File: src/logic/sps_regs.svh
// register map and constants of the serial port status flags block
`ifndef SPS_REGS_SVH
`define SPS_REGS_SVH
`define SPS_AW 12
`define SPS_OFF_STATCTL 12'h000
`define SPS_OFF_DATA 12'h004
`define SPS_OFF_IRQ_STAT 12'h008
`define SPS_OFF_IRQ_MASK 12'h00C
`define SPS_BIT_ENABLE 15
`define SPS_BIT_IDLE 13
`define SPS_BIT_ROV 6
`define SPS_BIT_TBF 1
`define SPS_BIT_RBF 0
`define SPS_STAT_MASK 16'hA043
`define SPS_IRQ_RX 0
`define SPS_IRQ_TX 1
`define SPS_IRQ_OVF 2
`define SPS_IRQ_W 3
`define SPS_RST_16 16'h0000
`define SPS_RST_32 32'h0000_0000
`define SPS_RST_IRQ 3'h0
`endif

File: src/logic/sps_pkg.sv
// types of the serial port status flags block
package sps_pkg;
   typedef struct packed {
      logic module_enable;
      logic idle_stop;
      logic rx_overflow_flag;
      logic tx_buffer_full;
      logic rx_buffer_full;
   } sps_ctl_t;

   typedef struct packed {
      logic valid;
      logic [15:0] data;
   } sps_word_t;

   typedef struct packed {
      sps_ctl_t ctl;
      logic [15:0] rx_holding_buffer;
      logic [15:0] tx_holding_buffer;
      logic [2:0] irq_stat;
      logic [2:0] irq_mask;
      logic irq;
      sps_word_t shift_out;
      logic [31:0] prdata;
      logic pready;
      logic pslverr;
   } sps_state_t;
endpackage

File: src/logic/sps_top.sv
// status, control and buffer flags of the serial port, with apb slave
//
// Design decisions made here: the APB slave port and the placing of the registers.
`timescale 1ns/100ps
`include "sps_regs.svh"
module sps_top (
   input wire logic REF_CLK_I,
   input wire logic RESETN_I,
   input wire logic PSEL_I,
   input wire logic PENABLE_I,
   input wire logic PWRITE_I,
   input wire logic [`SPS_AW-1:0] PADDR_I,
   input wire logic [31:0] PWDATA_I,
   output logic [31:0] PRDATA_O,
   output logic PREADY_O,
   output logic PSLVERR_O,
   input wire logic SHIFT_LOAD_REQ_I,
   input wire logic SHIFT_RX_DONE_I,
   input wire logic [15:0] SHIFT_RX_DATA_I,
   output logic SHIFT_TX_VALID_O,
   output logic [15:0] SHIFT_TX_DATA_O,
   output logic MODULE_ENABLE_O,
   output logic IDLE_STOP_O,
   output logic IRQ_O
);
   sps_pkg::sps_state_t st_r;
   sps_pkg::sps_state_t st_nxt;

   // ----------------------------------------------------------------
   // bus decode
   // ----------------------------------------------------------------
   logic setup;
   logic access;
   logic wr_acc;
   logic rd_acc;
   logic hit_stat;
   logic hit_data;
   logic hit_ist;
   logic hit_imask;
   logic mapped;
   logic [15:0] stat_view;
   logic rov_clear;
   logic buf_write;
   logic buf_read;
   logic rx_overflow;
   logic rx_accept;
   logic tx_move;

   assign setup = PSEL_I & ~PENABLE_I;
   assign access = PSEL_I & PENABLE_I & st_r.pready;
   assign wr_acc = access & PWRITE_I & ~st_r.pslverr;
   assign rd_acc = access & ~PWRITE_I & ~st_r.pslverr;
   assign hit_stat = (PADDR_I == `SPS_OFF_STATCTL);
   assign hit_data = (PADDR_I == `SPS_OFF_DATA);
   assign hit_ist = (PADDR_I == `SPS_OFF_IRQ_STAT);
   assign hit_imask = (PADDR_I == `SPS_OFF_IRQ_MASK);
   assign mapped = hit_stat | hit_data | hit_ist | hit_imask;

   // ----------------------------------------------------------------
   // buffer events
   // ----------------------------------------------------------------
   assign rov_clear = wr_acc & hit_stat & ~PWDATA_I[`SPS_BIT_ROV];
   assign buf_write = wr_acc & hit_data;
   assign buf_read = rd_acc & hit_data;
   // a read in the same cycle frees the buffer for the new word
   assign rx_overflow = SHIFT_RX_DONE_I & st_r.ctl.rx_buffer_full &
                        ~buf_read;
   assign rx_accept = SHIFT_RX_DONE_I & ~rx_overflow;
   assign tx_move = SHIFT_LOAD_REQ_I & st_r.ctl.tx_buffer_full;

   always_comb begin
      stat_view = `SPS_RST_16;
      stat_view[`SPS_BIT_ENABLE] = st_r.ctl.module_enable;
      stat_view[`SPS_BIT_IDLE] = st_r.ctl.idle_stop;
      stat_view[`SPS_BIT_ROV] = st_r.ctl.rx_overflow_flag;
      stat_view[`SPS_BIT_TBF] = st_r.ctl.tx_buffer_full;
      stat_view[`SPS_BIT_RBF] = st_r.ctl.rx_buffer_full;
   end

   // ----------------------------------------------------------------
   // next state
   // ----------------------------------------------------------------
   always_comb begin
      st_nxt = st_r;
      st_nxt.shift_out.valid = 1'b0;
      // zero wait: ready answers every setup cycle
      st_nxt.pready = setup;
      st_nxt.pslverr = setup & ~mapped;
      if (setup) begin
         st_nxt.prdata = `SPS_RST_32;
         if (hit_stat) begin
            st_nxt.prdata[15:0] = stat_view;
         end else if (hit_data) begin
            st_nxt.prdata[15:0] = st_r.rx_holding_buffer;
         end else if (hit_ist) begin
            st_nxt.prdata[`SPS_IRQ_W-1:0] = st_r.irq_stat;
         end else if (hit_imask) begin
            st_nxt.prdata[`SPS_IRQ_W-1:0] = st_r.irq_mask;
         end
      end

      if (wr_acc & hit_stat) begin
         st_nxt.ctl.module_enable = PWDATA_I[`SPS_BIT_ENABLE];
         st_nxt.ctl.idle_stop = PWDATA_I[`SPS_BIT_IDLE];
      end
      if (wr_acc & hit_imask) begin
         st_nxt.irq_mask = PWDATA_I[`SPS_IRQ_W-1:0];
      end

      // overflow flag: set wins over software clear
      if (rov_clear) begin
         st_nxt.ctl.rx_overflow_flag = 1'b0;
      end
      if (rx_overflow) begin
         st_nxt.ctl.rx_overflow_flag = 1'b1;
      end

      // receive side; overflow leaves the holding buffer alone
      if (buf_read) begin
         st_nxt.ctl.rx_buffer_full = 1'b0;
      end
      if (rx_accept) begin
         st_nxt.rx_holding_buffer = SHIFT_RX_DATA_I;
         st_nxt.ctl.rx_buffer_full = 1'b1;
      end

      // transmit side; a write in the same cycle refills the buffer
      if (tx_move) begin
         st_nxt.shift_out.valid = 1'b1;
         st_nxt.shift_out.data = st_r.tx_holding_buffer;
         st_nxt.ctl.tx_buffer_full = 1'b0;
      end
      if (buf_write) begin
         st_nxt.tx_holding_buffer = PWDATA_I[15:0];
         st_nxt.ctl.tx_buffer_full = 1'b1;
      end

      // interrupt status: write one clears, a new event wins
      if (wr_acc & hit_ist) begin
         st_nxt.irq_stat = st_r.irq_stat & ~PWDATA_I[`SPS_IRQ_W-1:0];
      end
      if (rx_accept) begin
         st_nxt.irq_stat[`SPS_IRQ_RX] = 1'b1;
      end
      if (tx_move) begin
         st_nxt.irq_stat[`SPS_IRQ_TX] = 1'b1;
      end
      if (rx_overflow) begin
         st_nxt.irq_stat[`SPS_IRQ_OVF] = 1'b1;
      end
      st_nxt.irq = |(st_nxt.irq_stat & st_nxt.irq_mask);
   end

   always_ff @(posedge REF_CLK_I or negedge RESETN_I) begin
      if (!RESETN_I) begin
         st_r <= '0;
      end else begin
         st_r <= st_nxt;
      end
   end

   // ----------------------------------------------------------------
   // outputs
   // ----------------------------------------------------------------
   assign PRDATA_O = st_r.prdata;
   assign PREADY_O = st_r.pready;
   assign PSLVERR_O = st_r.pslverr;
   assign SHIFT_TX_VALID_O = st_r.shift_out.valid;
   assign SHIFT_TX_DATA_O = st_r.shift_out.data;
   assign MODULE_ENABLE_O = st_r.ctl.module_enable;
   assign IDLE_STOP_O = st_r.ctl.idle_stop;
   assign IRQ_O = st_r.irq;
endmodule // sps_top

File: config.mk
export PLATFORM = sky130hd
export DESIGN_NAME = sps_top
export DESIGN_NICKNAME = d
export VERILOG_FILES = /design/src/logic/sps_pkg.sv /design/src/logic/sps_top.sv
export VERILOG_INCLUDE_DIRS = /design/src /design/src/logic
export SDC_FILE = /design/constraint.sdc
export NUM_CORES = 1
export LEC_CHECK = 0
export BUFFER_PORTS_ARGS = -buffer_cell sky130_fd_sc_hd__buf_2
export CAP_MARGIN = 20
export CORE_ASPECT_RATIO = 0.5
export CORE_MARGIN = 4
export CORE_UTILIZATION = 45
export CTS_CLUSTER_DIAMETER = 100
export CTS_CLUSTER_SIZE = 14
export DETAILED_ROUTE_END_ITERATION = 12
export PLACE_DENSITY = 0.76
export SKIP_LAST_GASP = 1
export SYNTH_ARGS = -nofsm -noshare
export SYNTH_HDL_FRONTEND = slang
export SYNTH_SLANG_ARGS = --single-unit
export TNS_END_PERCENT = 50
File: constraint.sdc
create_clock -name REF_CLK_I -period 1.7 [get_ports REF_CLK_I]
set_input_delay 0 -clock REF_CLK_I [delete_from_list [all_inputs] [get_ports REF_CLK_I]]
set_output_delay 0 -clock REF_CLK_I [all_outputs]
set_load 0.01 [all_outputs]
==> results.md <==
Floorplan:
- The total number of placement rows is 22.
- For this configuration, the core starts out at a cell density of 0.477.
- The core area is 7570 µm².
- The die is 71.4 µm tall.
- The top-level port count is 121.
- The x dimension of the die is 135 µm.
- The area of the die is 9610 µm².

Synth:
- The dominant synthesized flop cell is dfrtp_1.
- The fraction of registers with async set or reset after synthesis is 1.00.
- The synthesis-stage register bit count is 79.
- Counting instances in the post-synthesis netlist gives the leading cell types as 79 x dfrtp_1, 49 x buf_4, 34 x nand2_1.
- After technology mapping, the gate count stands at 293.
- Counting flops with a built-in enable in the synthesized netlist gives 0.
- By area the synthesized netlist is led by dfrtp_1 55%, buf_4 10%, mux2_2 9.7%.
- The most common cell in the synthesized netlist is dfrtp_1.
- The mapped cell area is 3610 µm².
- Of the post-synthesis cell area, the dominant cell type holds 0.547.
- Dividing the synthesized area by the synthesized cell count gives 12.3 µm².
- The synthesized netlist contains 38 unique library cells.
- Of the synthesized area, sequential elements account for 0.547.
- The total number of yosys warnings is 0.
- The biggest area contributor in the post-synthesis netlist is dfrtp_1.

Clocking:
- CTS placed an instance of clkbuf_16 at the clock tree root.
- The clock tree synthesis step divided the H-tree into 3 levels.
- Counting the buffers created by CTS gives 9.
- The clock tree from TritonCTS is done.
- Counting along the longest clock path gives a buffer depth of 2.
- The clock reaches the later pin of the worst-skew pair after 0.33 ns.
- The clock sink count is 79.
- Clock-pin slew was measured on the worst setup and hold paths at 0.06 ns.

Drt:
- In the detailed route, the total length drawn on met3 is 320 µm.
- The met1 wire length is 3250 µm.
- Using the TritonRoute via totals, the vias-per-cell ratio works out to 4.69.
- For this run, design rule violations remaining after detail routing come to 0.
- The first routing iteration left 111 violations.
- The final wirelength is 7470 µm.
- The via count is 2420.
- The post-route antenna net violation count is 0.
- The detailed router used layers up to and including met4.
- Detailed routing placed a total of 3740 µm of wire on met2.
- The number of detailed-routing iterations run before antenna repair is 4.
- The mean routed wirelength per cell is 14.5 µm.

Worst setup path:
- The number of buffers and inverters on the critical path is 1.
- For this run, the slowest stage of the critical path takes 0.38 ns.
- The largest individual stage delay along the critical path comes from the cell dfrtp_1.
- Data on the critical path is required at its endpoint by 1.89 ns.
- In this run the critical register-to-register path is captured at IRQ_O.
- The critical path capture point type is a flop.
- Tracing the worst setup path back leads to its startpoint at PSLVERR_O.
- By startpoint and endpoint, the worst setup path is classified as reg -> reg.
- The register-to-register setup slack is 0.03 ns.
- Traced cell by cell, the critical path runs through and4b_2, and3_4, buf_6, a41oi_2, o22ai_1, o221ai_1.
- The cell family with the largest share of critical-path delay is simple AND/OR/NAND/NOR gates.
- The worst register-to-register path has a depth of 6.
- The worst setup path is launched from a flop.
- The origin of the critical flop-to-flop path is PSLVERR_O.
- The maximum fanout encountered on the critical timing path is 4.
- The critical path data arrival time is 1.86 ns.

Timing:
- The highest clock frequency the design can meet is 600 MHz.
- The slew at the pin closest to its max-slew limit is 0.515 ns.
- In the finished design, the share of the clock period the worst path needs comes to 0.980.
- The max-slew violation count is 0.
- The worst-case clock skew is 0.00422 ns.
- The worst path meets setup with 0.0333 ns of slack.
- The final hold violation count is 0.
- The routed design could run at a clock period as short as 1.67 ns.
- Setup violations remaining at the end of the flow were counted as 0.
- The headroom to the max-slew limit is 0.657.

Placement:
- The number of input and output port buffers inserted is 88.
- The post-placement setup slack is -0.183 ns.
- The cell area after placement is 4000 µm².
- The number of placed cells counting well taps is 463.
- The last weighted congestion value of the routability-driven placer is 0.792.
- The post-detailed-placement half-perimeter wirelength is 5150 µm.

Pwr:
- The sequential fraction of design power is 0.453.
- The clock group share of total power is 0.476.
- The worst voltage drop across the vdd grid is 0.572 mV.
- Power comes to 4.33 mW.
- In this run the static leakage power is 2.53 nW.
- The power per cell area is 916 nW/µm².
- The fraction of power spent switching nets is 0.199.
- The logic gate share of total power is 0.071.
- Cell internal power was estimated by the tool at 3.47 mW.
- The switching power summed over all nets is 861 µW.

Global routing:
- After global routing the overflow that remains totals 0.
- The largest net degree at the start of global routing is 41.
- The wire length of the first global-routing pass is 11900 µm.
- The number of global-route vias before repair is 2517.
- The number of antenna violations at the first check in global routing is 0.
- The total track usage is 0.160.

Hold path:
- The cell count of the worst hold path is 4.
- The worst hold path belongs to the class in -> reg.
- The worst hold path endpoint is st_r[92].
- The launch point of the worst hold path is PWRITE_I.

Job:
- The number of maximum-capacitance constraint violations is 0.

Final layout:
- The post-route standard cell area excluding fillers is 4720 µm².
- The core occupancy in the finished layout is 0.624.
- In the final layout, the share of cells above drive strength 1 is 0.436.
- Relative to the synthesized area, the layout overhead comes to 30.7%.
- 0 antenna diodes ended up in the layout.
- For this run, the post-layout net count is 470.
- The final cell count without fillers is 516.
- The filler cells instantiated in the layout total 583.

Outcome:
- The flow ran to the end, and the final reports show no timing, DRC or antenna violations.
[power groups by stage]
stage	combinational [mW]	sequential (mW)	clock, mW
5_1_grt	0.340	1.96	2.18
3_5_place_dp	0.242	1.99	0
4_1_cts	0.305	1.96	2.09
6_report	0.309	1.96	2.06
2_1_floorplan	0.138	1.98	0
3_3_place_gp	0.235	1.99	0
[through the flow]
step,TNS (ns),hold slack (ns)
after detailed placement,-5.71,0.0121
final,0,0.0837
after global routing,-0.0198,0.125
after CTS,0,0.0629
after global placement,-4.36,0.00139
after floorplan,-3.38,-0.296
[tightest hold or removal path: cells and delay by family]
family,cells,cell delay [ns]
buf+inv,1,0.14
simple gates,2,0.12
compound gates,1,0.11
[what timing repair did]
action                                  in CTS  in global routing
buffers inserted                             0                  2
endpoints found under the hold margin       77                  0
pin swaps                                    0                  3
hold buffers                                35                  0
endpoints found under the setup margin       1                  3
resized for setup                            2                  7
[layout make-up]
type                       count  area (µm²)  share of cell area
clock buffer                  13         260              0.0551
clock inverter                 3        65.1              0.0138
inverter                      11        41.3             0.00874
multi-input combinational    159        1260               0.267
sequential                    79        1980               0.419
tap                          108         135              0.0286
timing repair buffer         143         985               0.208
[flip-flops by register name, indices dropped and copies added, names as in the netlist]
name              cells
st_r                 41
PRDATA_O             16
PSLVERR_O             1
MODULE_ENABLE_O       1
SHIFT_TX_DATA_O      16
SHIFT_TX_VALID_O      1
PREADY_O              1
IDLE_STOP_O           1
IRQ_O                 1
[kinds of logic after synthesis]
logic type / after synthesis / share of synthesized area
buf+inv: 70 / 0.129
flops: 79 / 0.547
simple gates: 62 / 0.0866
other cells: 1 / 0.00104
mux: 55 / 0.187
compound gates: 26 / 0.0492
[layer usage]
layer / up-vias / track usage
met5: - / 0
met4: 0 / 0.0576
met3: 15 / 0.0512
met2: 59 / 0.266
met1: 1196 / 0.199
li1: 1150 / -
[worst max path at each step]
stage / endpoint / slack [ns] / cells past startpoint
detailed placement: st_r[79] / -0.18 / 7
finish: IRQ_O / 0.03 / 6
global route: IRQ_O / -0.02 / 5
floorplan: st_r[64] / -0.21 / 6
global placement: st_r[62] / -0.14 / 6
CTS: IRQ_O / 0.001 / 6
[cells in the final DEF (no fill, tap or decap), types with 3 or more instances in the layout]
cell type,n
mux2i_1,3
dfrtp_1,79
buf_4,17
a32oi_1,3
mux2_4,10
clkbuf_16,9
o21ai_0,12
nand3_1,6
inv_1,11
nor2_1,3
mux2_1,9
mux2_2,31
nand2_1,34
buf_2,87
dlygate4sd3_1,35
conb_1,16
or2_2,3
buf_12,3
No activity file was read; power rests on OpenSTA's default activity.
